$ cat config.mk
export PLATFORM = sky130hd
export DESIGN_NAME = rate_data_ready_status
export DESIGN_NICKNAME = d
export VERILOG_FILES = /design/src/rate_status_pkg.sv /design/src/rate_data_ready_status.sv
export VERILOG_INCLUDE_DIRS = /design/src
export SDC_FILE = /design/constraint.sdc
export NUM_CORES = 1
export LEC_CHECK = 0
export BUFFER_PORTS_ARGS = -buffer_cell sky130_fd_sc_hd__buf_2
export CORE_MARGIN = 3
export CORE_UTILIZATION = 38
export DETAILED_ROUTE_END_ITERATION = 7
export PLACE_DENSITY = 0.69
export RECOVER_POWER = 25
export SYNTH_ARGS = -nofsm -noshare
export SYNTH_HDL_FRONTEND = slang
export SYNTH_SLANG_ARGS = --single-unit
$ cat constraint.sdc
create_clock -name clk -period 1.1 [get_ports clk]
set_input_delay 0.055 -clock clk [delete_from_list [all_inputs] [get_ports clk]]
set_output_delay 0.055 -clock clk [all_outputs]
set_load 0.01 [all_outputs]
$ cat src/rate_status_defs.svh
// rate_status_defs.svh: offsets, field positions, reset values for the data-ready status block
// assumes inclusion by bare name from the package and the design file
`ifndef RATE_STATUS_DEFS_SVH
`define RATE_STATUS_DEFS_SVH

// ****************************************************************
// register offsets (8-bit register address space)
// ****************************************************************
`define ADDR_MIRROR_STATUS   8'h00
`define ADDR_OUT_X_HI        8'h01
`define ADDR_OUT_Y_HI        8'h03
`define ADDR_OUT_Z_HI        8'h05
`define ADDR_SAMPLE_READY    8'h07
`define ADDR_FIFO_STATUS     8'h08

// ****************************************************************
// field positions and reset values
// ****************************************************************
`define BIT_ALL_OW           7
`define BIT_Z_OW             6
`define BIT_Y_OW             5
`define BIT_X_OW             4
`define BIT_ANY_DR           3
`define BIT_Z_DR             2
`define BIT_Y_DR             1
`define BIT_X_DR             0
`define RST_SAMPLE_READY     8'h00
`define FIFO_MODE_OFF        2'h0

`endif

$ cat src/rate_status_pkg.sv
// rate_status_pkg.sv: types shared by the data-ready status block
// assumes the defs header sits in the same folder
`include "rate_status_defs.svh"

package rate_status_pkg;

   // operating modes of the sensor core
   typedef enum logic [2:0] {
      mode_standby = 3'b001,
      mode_ready   = 3'b010,
      mode_active  = 3'b100
   } op_mode_e;

   // one strobe per axis, z y x order
   typedef struct packed {
      logic z;
      logic y;
      logic x;
   } axis_strobe_s;

   // register read or write request from the serial front end
   typedef struct packed {
      logic       rd;
      logic       wr;
      logic [7:0] addr;
      logic [7:0] wdata;
   } reg_req_s;

endpackage

$ cat src/rate_data_ready_status.sv
// rate_data_ready_status.sv: per-axis ready/overwrite flags and the status read mux
// assumes sample strobes and register requests come from logic on clk
// Functional notes
// - All status bits clear when the mode goes from standby or ready into active.
// - Bit 7 sets when a full x, y, z set lands before the previous set was fully read.
// - Bit 7 clears only once the high bytes of all axes sampled since the last full read have been read.
// - Bit 6 sets when a new z sample lands while the old one is still unread.
// - Bit 5 sets when a new y sample lands while the old one is still unread.
// - Bit 4 sets when a new x sample lands while the old one is still unread.
// - Each axis overwrite bit clears when that axis high byte is read.
// - Bit 3 sets whenever any axis has a new sample.
// - Bit 3 clears only after the high bytes of all axes sampled since the last full read have been read.
// - Bit 2 sets on each completed z sample.
// - Bit 2 clears on a read of the z high byte, regardless of other axes.
// - Bit 1 sets on each y sample and clears on a read of the y high byte.
// - Bit 0 sets on each x sample and clears on a read of the x high byte.
// - Address 0x00 mirrors this register while the fifo is off, else the fifo status.
// - With fifo mode 00 the output registers update per sample, driving these flags.
`timescale 1ns/10ps
`default_nettype none
`include "rate_status_defs.svh"

module rate_data_ready_status (
   // clock, reset, enable
   input  wire logic                         clk,
   input  wire logic                         nrst,
   input  wire logic                         clk_en,
   // core state
   input  wire rate_status_pkg::op_mode_e    op_mode,
   input  wire logic [1:0]                   fifo_mode,
   input  wire logic [7:0]                   fifo_status,
   input  wire rate_status_pkg::axis_strobe_s sample_done,
   // register access
   input  wire rate_status_pkg::reg_req_s    reg_req,
   output logic [7:0]                        reg_rdata,
   output logic                              reg_rvalid,
   output logic [7:0]                        sample_ready_status
);
   import rate_status_pkg::*;

   // ****************************************************************
   // reset release
   // ****************************************************************
   logic [1:0] rst_sync;
   logic       rst_n;

   // two-stage release so no flop leaves reset on a ragged edge
   always_ff @(posedge clk or negedge nrst) begin
      if (!nrst) begin
         rst_sync <= 2'h0;
      end else begin
         rst_sync <= {rst_sync[0], 1'b1};
      end
   end
   assign rst_n = rst_sync[1];

   // ****************************************************************
   // decode
   // ****************************************************************
   function automatic logic rd_hit(input reg_req_s r, input logic [7:0] a);
      rd_hit = r.rd && (r.addr == a);
   endfunction

   op_mode_e     prev_mode;
   logic         enter_active;
   axis_strobe_s hi_read;
   axis_strobe_s new_smp;
   logic [2:0]   set_read;    // high bytes read since each axis was last sampled
   logic [2:0]   set_fresh;   // axes sampled since last full set
   logic         all_read;
   logic         full_set;
   logic         x_dr;
   logic         y_dr;
   logic         z_dr;
   logic         any_dr;
   logic         x_ow;
   logic         y_ow;
   logic         z_ow;
   logic         all_ow;
   logic [2:0]   read_vec;        // high-byte reads, z y x
   logic [2:0]   smp_vec;         // accepted samples, z y x
   logic [2:0]   next_set_read;
   logic [2:0]   next_set_fresh;
   logic [7:0]   flags;           // status byte at its bit positions

   assign hi_read.x = rd_hit(reg_req, `ADDR_OUT_X_HI);
   assign hi_read.y = rd_hit(reg_req, `ADDR_OUT_Y_HI);
   assign hi_read.z = rd_hit(reg_req, `ADDR_OUT_Z_HI);
   assign new_smp = (fifo_mode == `FIFO_MODE_OFF) ? sample_done : 3'h0;
   // flat z y x views of the read and sample strobes
   assign read_vec = {hi_read.z, hi_read.y, hi_read.x};
   assign smp_vec  = {new_smp.z, new_smp.y, new_smp.x};
   // read tracking including this cycle's read
   assign all_read = &(set_read | read_vec);
   assign full_set = &(set_fresh | smp_vec);
   assign enter_active = (op_mode == mode_active)
                         && ((prev_mode == mode_standby) || (prev_mode == mode_ready));

   // ****************************************************************
   // set tracking
   // ****************************************************************
   // a new sample on an axis re-arms its pending read; a read with no
   // sample closes the set once every outstanding axis has been read
   always_comb begin
      next_set_read  = (set_read | read_vec) & ~smp_vec;
      next_set_fresh = set_fresh | smp_vec;
      if (all_read && !(|new_smp)) begin
         next_set_read = 3'h7;
      end
      // a full set restarts the count of freshly sampled axes
      if (full_set) begin
         next_set_fresh = 3'h0;
      end
   end

   // ****************************************************************
   // status byte packing
   // ****************************************************************
   // one place fixes the bit order for the output, the register and the mirror
   always_comb begin
      flags              = `RST_SAMPLE_READY;
      flags[`BIT_ALL_OW] = all_ow;
      flags[`BIT_Z_OW]   = z_ow;
      flags[`BIT_Y_OW]   = y_ow;
      flags[`BIT_X_OW]   = x_ow;
      flags[`BIT_ANY_DR] = any_dr;
      flags[`BIT_Z_DR]   = z_dr;
      flags[`BIT_Y_DR]   = y_dr;
      flags[`BIT_X_DR]   = x_dr;
   end

   // ****************************************************************
   // mode tracking
   // ****************************************************************
   always_ff @(posedge clk or negedge rst_n) begin
      if (!rst_n) begin
         prev_mode <= mode_standby;
      end else if (clk_en) begin
         prev_mode <= op_mode;
      end
   end

   // ****************************************************************
   // per-axis ready and overwrite flags
   // ****************************************************************
   // a ready set wins over a same-cycle read so no sample goes unreported; a same-cycle read still clears the axis overwrite flag
   always_ff @(posedge clk or negedge rst_n) begin
      if (!rst_n) begin
         {z_dr, y_dr, x_dr} <= 3'h0;
         {z_ow, y_ow, x_ow} <= 3'h0;
      end else if (clk_en) begin
         if (enter_active) begin
            {z_dr, y_dr, x_dr} <= 3'h0;
            {z_ow, y_ow, x_ow} <= 3'h0;
         end else begin
            z_dr <= new_smp.z | (z_dr & ~hi_read.z);
            y_dr <= new_smp.y | (y_dr & ~hi_read.y);
            x_dr <= new_smp.x | (x_dr & ~hi_read.x);
            z_ow <= (new_smp.z & z_dr & ~hi_read.z) | (z_ow & ~hi_read.z);
            y_ow <= (new_smp.y & y_dr & ~hi_read.y) | (y_ow & ~hi_read.y);
            x_ow <= (new_smp.x & x_dr & ~hi_read.x) | (x_ow & ~hi_read.x);
         end
      end
   end

   // ****************************************************************
   // combined flags and set tracking
   // ****************************************************************
   always_ff @(posedge clk or negedge rst_n) begin
      if (!rst_n) begin
         set_read  <= 3'h7;
         set_fresh <= 3'h0;
         any_dr    <= 1'b0;
         all_ow    <= 1'b0;
      end else if (clk_en) begin
         if (enter_active) begin
            set_read  <= 3'h7;
            set_fresh <= 3'h0;
            any_dr    <= 1'b0;
            all_ow    <= 1'b0;
         end else begin
            // set tracking from the next-value logic above
            set_read  <= next_set_read;
            set_fresh <= next_set_fresh;
            any_dr <= (|new_smp) | (any_dr & ~all_read);
            all_ow <= (full_set & ~all_read & any_dr) | (all_ow & ~all_read);
         end
      end
   end

   // ****************************************************************
   // read port
   // ****************************************************************
   // writes never reach the flags; only reads are served
   always_ff @(posedge clk or negedge rst_n) begin
      if (!rst_n) begin
         reg_rdata           <= 8'h00;
         reg_rvalid          <= 1'b0;
         sample_ready_status <= `RST_SAMPLE_READY;
      end else if (clk_en) begin
         sample_ready_status <= flags;
         reg_rvalid          <= reg_req.rd;
         if (rd_hit(reg_req, `ADDR_SAMPLE_READY)) begin
            reg_rdata <= flags;
         end else if (rd_hit(reg_req, `ADDR_MIRROR_STATUS)) begin
            reg_rdata <= (fifo_mode == `FIFO_MODE_OFF) ? flags : fifo_status;
         end else if (reg_req.rd) begin
            reg_rdata <= 8'h00;   // other registers live elsewhere
         end
      end
   end

endmodule // rate_data_ready_status
`default_nettype wire

### After elaboration in Yosys (flattened, before gate mapping)

Index checks and enable logic that the tools add are counted.

| word-level totals | value |
|---|---|
| word-level logic and storage cells | 87 |
| bits in registers | 36 |
| input bits | 37 |

| operators by class | value |
|---|---|
| eq/ne operators | 7 |
| muxes and demuxes | 17 |
| bitwise operators | 32 |
| reductions and logical operators | 16 |

Operator list:

| kind | count |
|---|---|
| $mux W8 | 4 |
| $and A1 B1 Y1 | 16 |
| $eq A8 B3 Y1 const B | 2 |
| $mux W3 | 5 |
| $eq A8 B1 Y1 const B | 1 |
| $eq A8 B2 Y1 const B | 1 |
| $logic_not A8 Y1 | 1 |
| $mux W1 | 8 |
| $or A1 B1 Y1 | 8 |
| $logic_and A1 B1 Y1 | 7 |
| $or A3 B3 Y3 | 2 |
| $reduce_and A3 Y1 | 2 |
| $not A1 Y1 | 4 |
| $and A3 B3 Y3 | 1 |
| $eq A3 B1 Y1 const B | 1 |
| $eq A3 B2 Y1 const B | 1 |
| $eq A3 B3 Y1 const B | 1 |
| $not A3 Y3 | 1 |
| $reduce_bool A3 Y1 | 1 |
| $reduce_or A3 Y1 | 1 |
| $logic_not A2 Y1 | 1 |
| $reduce_and A2 Y1 | 1 |
| $logic_not A1 Y1 | 1 |
| $logic_or A1 B1 Y1 | 1 |

### Longest topological paths before layout

Gate-level depths: netlist of the first run.

| depth | value |
|---|---|
| depth in word-level cells | 9 |
| gate-level depth with buffers | 5 |

### Least setup slack after synthesis of the first run

Ideal clock, no wire load.

| path | value |
|---|---|
| kind | register -> register |
| start | reg prev_mode[0] |
| end | reg y_ow |
| period minus slack after synthesis | 1.410 ns |
| library setup time | 0.122 ns |
| stages on the path, launching flop included | 6 |
| data required time | 0.978 ns |
| slack | -0.310 ns |
| arrival time | 1.288 ns |
| cells stage by stage | dfstp_2 xor2_1 nand2_1 buf_2 and2_1 a32o_1 |

| between the ends | value |
|---|---|
| longest elaborated chain between the ends | 4 |
| elaborated cells on any way between the ends | 5 |
| classes of those cells | eq/ne: 2; mux: 1; reduce/logical: 2 |

RTL lines:

| item | RTL line | text |
|---|---|---|
| from (decl) | rate_data_ready_status.sv:64 | `op_mode_e prev_mode;` |
| from (signal assigned) | rate_data_ready_status.sv:137 | `prev_mode <= mode_standby;` |
| from (signal assigned) | rate_data_ready_status.sv:139 | `prev_mode <= op_mode;` |
| $eq A3 B1 Y1 / $eq A3 B2 Y1 (equally long branches) | rate_data_ready_status.sv:97 | `&& ((prev_mode == mode_standby) \|\| (prev_mode == mode_ready));` |
| $logic_or A1 B1 Y1 * | rate_data_ready_status.sv:97 |  |
| $logic_and A1 B1 Y1 * | rate_data_ready_status.sv:97 |  |
| $mux W1 * | rate_data_ready_status.sv:152 | `if (enter_active) begin` |
| to (signal assigned) | rate_data_ready_status.sv:160 | `y_ow <= (new_smp.y & y_dr & ~hi_read.y) \| (y_ow & ~hi_read.y);` |
| to (decl) | rate_data_ready_status.sv:77 | `logic y_ow;` |

Every way passes the cells marked *; elsewhere a longest branch is shown, timed or not.
A chain may end at the register's enable or synchronous reset.

### Worst setup path in the final report of the first run

| path | value |
|---|---|
| start | reg prev_mode[0] |
| end | reg x_ow |

| between the ends | value |
|---|---|
| longest elaborated chain between the ends | 4 |
| elaborated cells on any way between the ends | 5 |
| classes of those cells | eq/ne: 2; mux: 1; reduce/logical: 2 |

RTL lines:

| item | RTL line | text |
|---|---|---|
| $eq A3 B1 Y1 / $eq A3 B2 Y1 (equally long branches) | rate_data_ready_status.sv:97 |  |
| $logic_or A1 B1 Y1 * | rate_data_ready_status.sv:97 |  |
| $logic_and A1 B1 Y1 * | rate_data_ready_status.sv:97 |  |
| $mux W1 * | rate_data_ready_status.sv:152 |  |
| to (signal assigned) | rate_data_ready_status.sv:161 | `x_ow <= (new_smp.x & x_dr & ~hi_read.x) \| (x_ow & ~hi_read.x);` |
| to (decl) | rate_data_ready_status.sv:76 | `logic x_ow;` |

Marked as above.

==> metrics.md, run 1 <==
| Metric | Value |
|---|---|
| DP HPWL | `2730 microns` |
| Core ar. | `0.00409 sq mm` |
| Tcrit/Tclk final | `125%` |
| Crit-path max FO | `5` |
| CTS Root Cell | `clkbuf_8` |
| Sw frac | `29.4%` |
| Worst Setup Start Kind | `flip-flop` |
| Synthesis Warnings | `0` |
| Netlist cell types | `37` |
| Final slew viol count | `0` |
| Die Height | `71.6 microns` |
| Mean Syn Cell Area | `11.9 sq um` |
| Drt pass-1 iters | `4` |
| Via count | `1316` |
| Fin Setup TNS | `-2.86 ns` |
| Syn Inst Count | `137` |
| CTS H-tree depth | `2` |
| Drt wl/cell | `14.5 microns` |
| First DRT Iteration DRCs | `48` |
| Share of layout cells above drive strength 1 | `50.7%` |
| Congestion Overflow GR | `0` |
| Slew headroom | `60.3%` |
| CTS tree | `yes` |
| Worst Path Buf+Inv | `0` |
| Final antenna-violating net count | `0` |
| Final Hold Fails | `0` |
| Top_reg_cell synth | `dfrtp_1` |
| GRT Overall Usage | `15.6%` |
| Sequential area share after synthesis | `55.5%` |
| Dpl cell area | `0.00205 sq mm` |
| # IOs | `54` |
| Async SR Flop Fraction | `100%` |
| Initial antenna violation count | `0` |
| Crit path capture type | `flip-flop` |
| Int Pwr | `2.70 mW` |
| FF/Latch Area | `906 sq um` |
| Commonest non-fill, non-tap cells in the layout | `43 x buf_2, 32 x dfrtp_1, 19 x buf_4` |
| IO Port Bufs | `44` |
| Num rows | `23` |
| Hold WC Path Type | `primary input to flip-flop` |
| Clock sink count | `36` |
| Psw | `1.13 mW` |
| Fillers | `370` |
| Multi-input gate area | `783 sq um` |
| Clk_lat worst skew | `0.29 ns` |
| Min Tclk post-route | `1.37 ns` |
| RSZ-0062 raised after global routing | `yes` |
| Commonest non-fill, non-tap cell in the layout | `buf_2` |
| Initial Util | `40.0%` |
| Synth Cell Area | `0.00163 sq mm` |
| Residual DRC | `0` |
| Worst-Margin Slew | `0.595 ns` |
| FF+latch count, synth | `36` |
| Antenna fix cells | `0` |
| Leakage | `1.05 nW` |
| Post-synth EDFFs | `0` |
| Critical path data required time | `1.28 ns` |
| Clock power share | `25.2%` |
| First-pass GRT wire length | `6100 microns` |
| Crit path DAT | `1.55 ns` |
| Highest clock rate | `0.728 GHz` |
| Largest net degree at the start of global routing | `24` |
| Dpl ws | `-0.357 ns` |
| DR vias/cell | `5.08` |
| Clock Pin Slew Worst Setup and Hold Paths | `0.07 ns` |
| Max-cap viol count | `0` |
| Vias in the first global route | `1302` |
| P per Cell Area | `1700 mW/mm^2` |
| Slowest Stage Delay on Critical Path | `0.55 ns` |
| CTS Buf Count | `5` |
| Buffer levels on the longest clock path | `2` |
| Worst VDD drop | `1.13 mV` |
| Reg power frac | `48.5%` |
| Die W | `71.6 microns` |
| Setup violations, final | `14` |
| Crit path kind | `flip-flop to flip-flop` |
| Delay-heaviest family, CP | `flip-flops` |
| Comb pwr share | `26.3%` |
| Outcome | `complete, but fails checks` |
| Area grow syn2layout | `38.2%` |
| Gp weighted congestion | `0.767` |
| Crit-path cells | `xor2_2 -> nand2_2 -> a21o_1 -> a32o_1` |
| Net Count, Synth | `174` |
| Final worst slack | `-0.273 ns` |
| Clock skew | `0.00286 ns` |
| Die area | `0.00512 sq mm` |
| Final Net Count | `245` |
| CP max stage cell | `dfstp_2` |
| Total Wirelength | `3760 microns` |
| Failing checks | `setup timing` |
| Final instance area | `0.00226 sq mm` |
flip-flops by register name (all words and copies together), names as in the netlist:
register / flops
all_ow: 1
any_dr: 1
prev_mode: 3
reg_rdata: 8
reg_rvalid: 1
rst_sync: 2
sample_ready_status: 8
set_fresh: 3
set_read: 3
x_dr: 1
x_ow: 1
y_dr: 1
y_ow: 1
z_dr: 1
z_ow: 1
logic make-up after synthesis:
kind of cell           after synthesis  synth area share [%]
AO/OA/AOI/OAI                       39                  16.4
flip-flops                          36                  55.5
AND/OR/NAND/NOR                     32                  12.5
multiplexers                        19                  12.5
buffers and inverters                9                  2.38
XOR/XNOR                             1                 0.536
other                                1                 0.230
stage by stage:
stage               power [mW]  hold WS (ns)  util, %  cells
finish                    3.83        0.0369     55.2    259
CTS                       3.72       0.00637     54.2    257
global route              4.05        0.0281     55.2    259
global placement          2.65        -0.158     50.2    248
floorplan                 2.31        -0.241        -    137
detailed placement        2.67        -0.157     50.2    248
cells in the mapped netlist (2+ instances only):
master | instances | area share (%)
mux2i_1 | 8 | 4.9
o21ai_0 | 4 | 1.2
a31oi_1 | 7 | 2.7
a21oi_1 | 5 | 1.5
nand2_1 | 10 | 2.3
mux2_2 | 11 | 7.6
dfrtp_1 | 32 | 49
o21a_1 | 2 | 0.92
nand4b_1 | 2 | 1.1
and3_1 | 3 | 1.1
o21ai_1 | 8 | 2.5
a21o_1 | 5 | 2.3
a32o_1 | 2 | 1.2
inv_1 | 6 | 1.4
dfstp_2 | 4 | 6.4
and2_1 | 3 | 1.1
nand3_1 | 2 | 0.61
nor3_1 | 2 | 0.61
nor2_1 | 3 | 0.69
power groups by stage:
stage / Clock (mW) / Sequential (mW) / Combinational (mW)
floorplan: 0 / 1.88 / 0.431
global placement: 0 / 1.86 / 0.794
detailed placement: 0 / 1.86 / 0.808
CTS: 0.992 / 1.85 / 0.880
global route: 1.06 / 1.89 / 1.10
finish: 0.962 / 1.86 / 1.01
repair_timing:
action / CTS / global route
setup buffers: 0 / 3
pin swaps: 12 / 6
endpoints found under the hold margin: 2 / 0
hold buffers: 1 / 0
endpoints found under the setup margin: 14 / 14
gates resized for setup: 15 / 6
path summary, 6_finish.rpt:
check / startpoint / cells past startpoint / slack, ns / to
min in group asynchronous: nrst / 2 / 0.08 / rst_sync[0]$_DFF_PN0_
max in group asynchronous: rst_sync[1]$_DFF_PN0_ / 1 / 0.37 / sample_ready_status[1]$_DFFE_PN0P_
worst max-delay path: prev_mode[0]$_DFFE_PN1P_ / 4 / -0.27 / x_ow$_DFFE_PN0P_
worst max register to register: prev_mode[0]$_DFFE_PN1P_ / 4 / -0.27 / x_ow$_DFFE_PN0P_
worst min-delay path: op_mode[2] / 2 / 0.04 / prev_mode[2]$_DFFE_PN0P_
worst min register to register: rst_sync[1]$_DFF_PN0_ / 1 / 0.34 / sample_ready_status[2]$_DFFE_PN0P_
worst reg2reg max path, stage by stage, from the launching register on:
cell	delay [ns]
dfstp_2	0.55
xor2_2	0.16
nand2_2	0.11
a21o_1	0.24
a32o_1	0.21
area by class of cell:
class                   count  area share, %
repair buffers             67           17.4
well taps                  50           2.77
multi-input cells          92           34.7
clock buffers               8           3.99
flip-flops and latches     36           40.2
inverters                   6          0.998
routing by layer:
metal | track usage [%] | wire (microns) | vias up
li1 | - | - | 648
met2 | 21.2 | 1610 | 43
met5 | 0 | 0 | -
met3 | 6.03 | 292 | 8
met4 | 5.85 | 59 | 0
met1 | 22.3 | 1800 | 617
Note: power is estimated with default switching activity, not from simulation.
==> run 2: changes to the inputs <==
- GPL_TIMING_DRIVEN: not set -> 0
==> run 2 against run 1 <==
Compared with the run above:
- the run still ends with setup timing left
- worst setup slack got worse by 0.051 ns
- clock power fell by 2%
- critical path depth rose by 1
- final area fell by 8.9%
- clock-buffer cell count did not move
- wire length fell by 6.2%
- register-to-register slack got worse by 0.05 ns
- core utilization fell by 4.9 points
- critical path type unchanged
- largest cell class unchanged
==> metrics.md, run 2 (synthesized netlist as in run 1, its figures left out) <==
| Metric | Value |
|---|---|
| Crit-path max FO | `8` |
| Num rows | `23` |
| Antenna fix cells | `0` |
| CTS tree | `yes` |
| RSZ-0062 raised after global routing | `yes` |
| Psw | `1.01 mW` |
| FF/Latch Area | `907 sq um` |
| Total Wirelength | `3530 microns` |
| Initial Util | `40.0%` |
| Residual DRC | `0` |
| Worst VDD drop | `0.899 mV` |
| PnR Total Power | `3.56 mW` |
| Failing checks | `setup timing` |
| Outcome | `complete, but fails checks` |
| Clock power share | `26.5%` |
| CTS Buf Count | `5` |
| Largest net degree at the start of global routing | `35` |
| Final instance area | `0.00206 sq mm` |
| Fillers | `400` |
| Crit path DAT | `1.60 ns` |
| Crit-path cells | `xor2_1 -> nand2_1 -> buf_6 -> a21o_1 -> a32o_1` |
| Commonest non-fill, non-tap cell in the layout | `buf_2` |
| Clock skew | `0.00635 ns` |
| Clock sink count | `36` |
| Tcrit/Tclk final | `129%` |
| Final slew viol count | `0` |
| Final antenna-violating net count | `0` |
| Worst path depth | `5` |
| Comb pwr share | `21.2%` |
| Min Tclk post-route | `1.42 ns` |
| Area grow syn2layout | `25.9%` |
| Worst Path Buf+Inv | `1` |
| Worst-Margin Slew | `0.732 ns` |
| CTS Root Cell | `clkbuf_8` |
| Top Registers | `reg_rdata (8), sample_ready_status (8)` |
| Die W | `71.6 microns` |
| Buffer levels on the longest clock path | `2` |
| Hold WC Path Type | `primary input to flip-flop` |
| Reg power frac | `52.3%` |
| Reg2Reg Depth | `5` |
| Vias in the first global route | `1254` |
| Via count | `1279` |
| Drt wl/cell | `14.6 microns` |
| IO Port Bufs | `43` |
| Crit path kind | `flip-flop to flip-flop` |
| Dpl cell area | `0.00192 sq mm` |
| Multi-input gate area | `712 sq um` |
| Gp weighted congestion | `0.814` |
| Leakage | `0.949 nW` |
| Share of layout cells above drive strength 1 | `38.5%` |
| DR vias/cell | `5.29` |
| Critical path data required time | `1.28 ns` |
| Worst hold stages | `2` |
| First DRT Iteration DRCs | `127` |
| Initial antenna violation count | `0` |
| Final Net Count | `228` |
| Highest clock rate | `0.702 GHz` |
| Commonest non-fill, non-tap cells in the layout | `38 x buf_2, 31 x dfrtp_1, 11 x mux2_2` |
| First-pass GRT wire length | `5890 microns` |
| Clock Pin Slew Worst Setup and Hold Paths | `0.07 ns` |
| Slowest Stage Delay on Critical Path | `0.53 ns` |
| CTS H-tree depth | `2` |
| Die area | `0.00512 sq mm` |
| Slew headroom | `51.2%` |
| Die Height | `71.6 microns` |
| Drt pass-1 iters | `4` |
| Max-cap viol count | `0` |
| Delay-heaviest family, CP | `flip-flops` |
| Setup violations, final | `14` |
| Final worst slack | `-0.324 ns` |
| Final Hold Fails | `0` |
| P per Cell Area | `1730 mW/mm^2` |
| Congestion Overflow GR | `0` |
| CP max stage cell | `dfstp_2` |
| # IOs | `54` |
| Int Pwr | `2.55 mW` |
| GRT Overall Usage | `14.7%` |
| Clk_lat worst skew | `0.29 ns` |
| Sw frac | `28.5%` |
| Core ar. | `0.00409 sq mm` |
| Worst Setup Start Kind | `flip-flop` |
| Crit path capture type | `flip-flop` |
run 2: changes by cell type in the layout (fill, tap and decap cells not counted), sizes merged:
cell and change:
buf -21, clkbuf +4
run 2: cell type report:
class / count / area share, %
Sequential cell: 36 / 44.1
Multi-Input combinational cell: 92 / 34.6
Timing Repair Buffer: 47 / 11.7
Clock buffer: 8 / 4.38
Tap cell: 50 / 3.04
Inverter: 6 / 1.10
Buffer: 3 / 0.974
run 2: final timing paths:
check                                              start                        to  slack, ns
worst max register to register  prev_mode[0]$_DFFE_PN1P_          x_ow$_DFFE_PN0P_      -0.32
max in group asynchronous          rst_sync[1]$_DFF_PN0_          y_ow$_DFFE_PN0P_       0.30
min in group asynchronous                           nrst     rst_sync[0]$_DFF_PN0_       0.09
worst min-delay path                          op_mode[2]  prev_mode[2]$_DFFE_PN0P_       0.03
worst max-delay path            prev_mode[0]$_DFFE_PN1P_          x_ow$_DFFE_PN0P_      -0.32
worst min register to register     rst_sync[1]$_DFF_PN0_  set_fresh[0]$_DFFE_PN0P_       0.33
run 2: power groups by stage:
stage / sequential (mW) / clock, mW / combinational [mW]
floorplan: 1.88 / 0 / 0.431
global placement: 1.87 / 0 / 0.717
detailed placement: 1.89 / 0 / 0.729
CTS: 1.86 / 0.977 / 0.755
global route: 1.90 / 1.03 / 0.841
finish: 1.86 / 0.945 / 0.755
run 2: worst reg2reg max path, stage by stage, from the launching register on:
cell     delay (ns)
dfstp_2        0.53
xor2_1         0.15
nand2_1        0.10
buf_6          0.15
a21o_1         0.18
a32o_1         0.20
run 2: what timing repair did:
item,4_1_cts,5_1_grt
endpoints found under the hold margin,2,0
pin swaps,4,1
resized for setup,3,3
buffers inserted,2,1
hold buffers,1,0
setup endpoints to repair,48,22
run 2: metal layers:
| metal | vias up | routed length [microns] | part of all wire, % | track usage [%] |
|---|---|---|---|---|
| met5 | - | 0 | 0 | 0 |
| met4 | 0 | 31 | 0.88 | 6.26 |
| met3 | 5 | 319 | 9.0 | 4.49 |
| met2 | 54 | 1520 | 43 | 21.1 |
| met1 | 604 | 1660 | 47 | 20.6 |
| li1 | 616 | - | - | - |
run 2: per-stage QoR:
stage / setup slack [ns] / cells / utilization (%) / hold WS, ns / TNS, ns
2_1_floorplan: -0.262 / 137 / - / -0.241 / -2.10
3_3_place_gp: -0.370 / 230 / 47.0 / -0.158 / -17.24
3_5_place_dp: -0.388 / 230 / 47.0 / -0.159 / -18.22
4_1_cts: -0.333 / 241 / 49.9 / 0.0162 / -3.53
5_1_grt: -0.418 / 242 / 50.3 / 0.0366 / -5.16
6_report: -0.324 / 242 / 50.3 / 0.0312 / -3.35
==> run 3: changes to the inputs <==
--- a/config.mk
+++ b/config.mk
@@ -10,6 +10,6 @@
 export CORE_MARGIN = 3
-export CORE_UTILIZATION = 38
+export CORE_UTILIZATION = 30
 export DETAILED_ROUTE_END_ITERATION = 7
 export GPL_TIMING_DRIVEN = 0
-export PLACE_DENSITY = 0.69
+export PLACE_DENSITY = 0.58
 export RECOVER_POWER = 25
--- a/constraint.sdc
+++ b/constraint.sdc
@@ -3,2 +3,2 @@
 set_output_delay 0.055 -clock clk [all_outputs]
-set_load 0.01 [all_outputs]
+set_load 0.02 [all_outputs]
==> run 3 against run 2 <==
Compared with the run above:
- the run still ends with setup timing left
- clock power fell by 6.7%
- final area increased by 4.4%
- sequential power about the same
- clock-buffer cell count shrank 1
- non-clock buffer count increased by 1
- wire length up 6.1%
- combinational power grew 21%
- global-route usage decreased by 2.6 points
- register-to-register slack barely moved
- fmax decreased by 0.63%
- largest power group unchanged
- highest routed layer unchanged
==> metrics.md, run 3 (synthesized netlist as in run 1, its figures left out) <==
| Metric | Value |
|---|---|
| Drt pass-1 iters | `4` |
| CTS Buf Count | `5` |
| Total Wirelength | `3750 microns` |
| Num rows | `26` |
| Area grow syn2layout | `31.5%` |
| CP max stage cell | `dfstp_2` |
| Final worst slack | `-0.333 ns` |
| Largest net degree at the start of global routing | `22` |
| Clock Pin Slew Worst Setup and Hold Paths | `0.07 ns` |
| P per Cell Area | `1700 mW/mm^2` |
| Initial antenna violation count | `0` |
| # IOs | `54` |
| Buffer levels on the longest clock path | `2` |
| Worst hold slack | `0.0219 ns` |
| Worst-Margin Slew | `0.653 ns` |
| Initial Util | `31.6%` |
| Hold WC Path Type | `primary input to flip-flop` |
| First-pass GRT wire length | `6000 microns` |
| Clk_lat worst skew | `0.28 ns` |
| RSZ-0062 raised after global routing | `yes` |
| Drt wl/cell | `14.2 microns` |
| Highest clock rate | `0.698 GHz` |
| Die Height | `79.8 microns` |
| Max-cap viol count | `0` |
| Dpl cell area | `0.00197 sq mm` |
| Antenna fix cells | `0` |
| Leakage | `0.970 nW` |
| First DRT Iteration DRCs | `36` |
| Commonest non-fill, non-tap cell in the layout | `buf_2` |
| Core ar. | `0.00517 sq mm` |
| CTS tree | `yes` |
| Worst VDD drop | `0.432 mV` |
| Vias in the first global route | `1263` |
| Min Tclk post-route | `1.43 ns` |
| CTS Root Cell | `clkbuf_8` |
| Residual DRC | `0` |
| Worst Setup Start Kind | `flip-flop` |
| Gp weighted congestion | `0.779` |
| DP HPWL | `2810 microns` |
| Crit path kind | `flip-flop to flip-flop` |
| Setup violations, final | `14` |
| Final slew viol count | `0` |
| Clock sink count | `36` |
| CTS H-tree depth | `2` |
| Crit path capture type | `flip-flop` |
| Die W | `79.8 microns` |
| Share of layout cells above drive strength 1 | `44.6%` |
| Crit-path cells | `xor2_2 -> nand2_2 -> buf_6 -> a21o_1 -> a32o_1` |
| Via count | `1310` |
| Final Net Count | `229` |
| GRT Overall Usage | `12.1%` |
| Final instance area | `0.00215 sq mm` |
| DR vias/cell | `4.98` |
| Crit-path max FO | `5` |
| Commonest non-fill, non-tap cells in the layout | `42 x buf_2, 32 x dfrtp_1, 11 x mux2_2` |
| Final antenna-violating net count | `0` |
| Die area | `0.00636 sq mm` |
| Tcrit/Tclk final | `130%` |
| Critical path data required time | `1.27 ns` |
| Crit path DAT | `1.61 ns` |
| Outcome | `complete, but fails checks` |
| Congestion Overflow GR | `0` |
| Slew headroom | `56.5%` |
| IO Port Bufs | `43` |
| Failing checks | `setup timing` |
| Slowest Stage Delay on Critical Path | `0.55 ns` |
| PnR Total Power | `3.65 mW` |
| Top Registers | `reg_rdata (8), sample_ready_status (8)` |
| Final Hold Fails | `0` |
| Dpl ws | `-0.350 ns` |
| Clock skew | `0.00435 ns` |
run 3: what timing repair did:
| action | 4_1_cts | 5_1_grt |
|---|---|---|
| hold endpoints to repair | 2 | 0 |
| gates cloned | 0 | 1 |
| setup endpoints to repair | 14 | 17 |
| hold buffers | 1 | 0 |
| pin swaps | 2 | 3 |
| gates resized for setup | 5 | 11 |
| buffers inserted | 1 | 1 |
run 3: routing by layer:
metal	share of wire [%]	track usage (%)	vias up
li1	-	-	617
met1	45	15.3	636
met2	46	18.9	51
met3	8.1	4.06	6
met4	1.3	4.73	0
met5	0	0	-
run 3: worst paths after layout:
path / startpoint / endpoint / slack [ns] / cells past startpoint
hold reg to reg: rst_sync[1]$_DFF_PN0_ / sample_ready_status[1]$_DFFE_PN0P_ / 0.27 / 0
min in group asynchronous: nrst / rst_sync[0]$_DFF_PN0_ / 0.08 / 2
hold / removal: op_mode[2] / prev_mode[2]$_DFFE_PN0P_ / 0.02 / 2
setup / recovery: prev_mode[0]$_DFFE_PN1P_ / x_ow$_DFFE_PN0P_ / -0.33 / 5
setup reg to reg: prev_mode[0]$_DFFE_PN1P_ / x_ow$_DFFE_PN0P_ / -0.33 / 5
max in group asynchronous: rst_sync[1]$_DFF_PN0_ / set_read[2]$_DFFE_PN1P_ / 0.22 / 1
run 3: area by class of cell:
cell class	count	area, sq um
inverters	6	22.5
fillers	518	3030
plain buffers	3	22.5
multi-input cells	92	749
clock inverters	1	5.00
flip-flops and latches	36	906
repair buffers	48	278
clock buffers	7	76.3
well taps	70	87.6
run 3: power by group:
part | switching [mW] | leakage (nW) | internal, mW
clock network | 0.438 | 0.0422 | 0.444
registers | 0.217 | 0.419 | 1.64
logic | 0.479 | 0.509 | 0.437
total | 1.13 | 0.970 | 2.52
run 3: metrics by stage:
| stage | TNS, ns | utilization [%] | instances |
|---|---|---|---|
| global placement | -18.48 | 37.6 | 250 |
| finish | -3.09 | 41.5 | 263 |
| floorplan | -2.10 | - | 137 |
| detailed placement | -6.34 | 38.1 | 251 |
| CTS | -3.64 | 40.3 | 261 |
| global route | -4.21 | 41.5 | 263 |
run 3: worst max-delay path: cells and delay by family (launching register included):
family                    cells  cell delay, ns
xor gates and xnor gates      1            0.15
buffers and inverters         1            0.15
and+or+nand+nor               1            0.10
AOI/OAI and AO/OA             2            0.38
DFF                           1            0.55
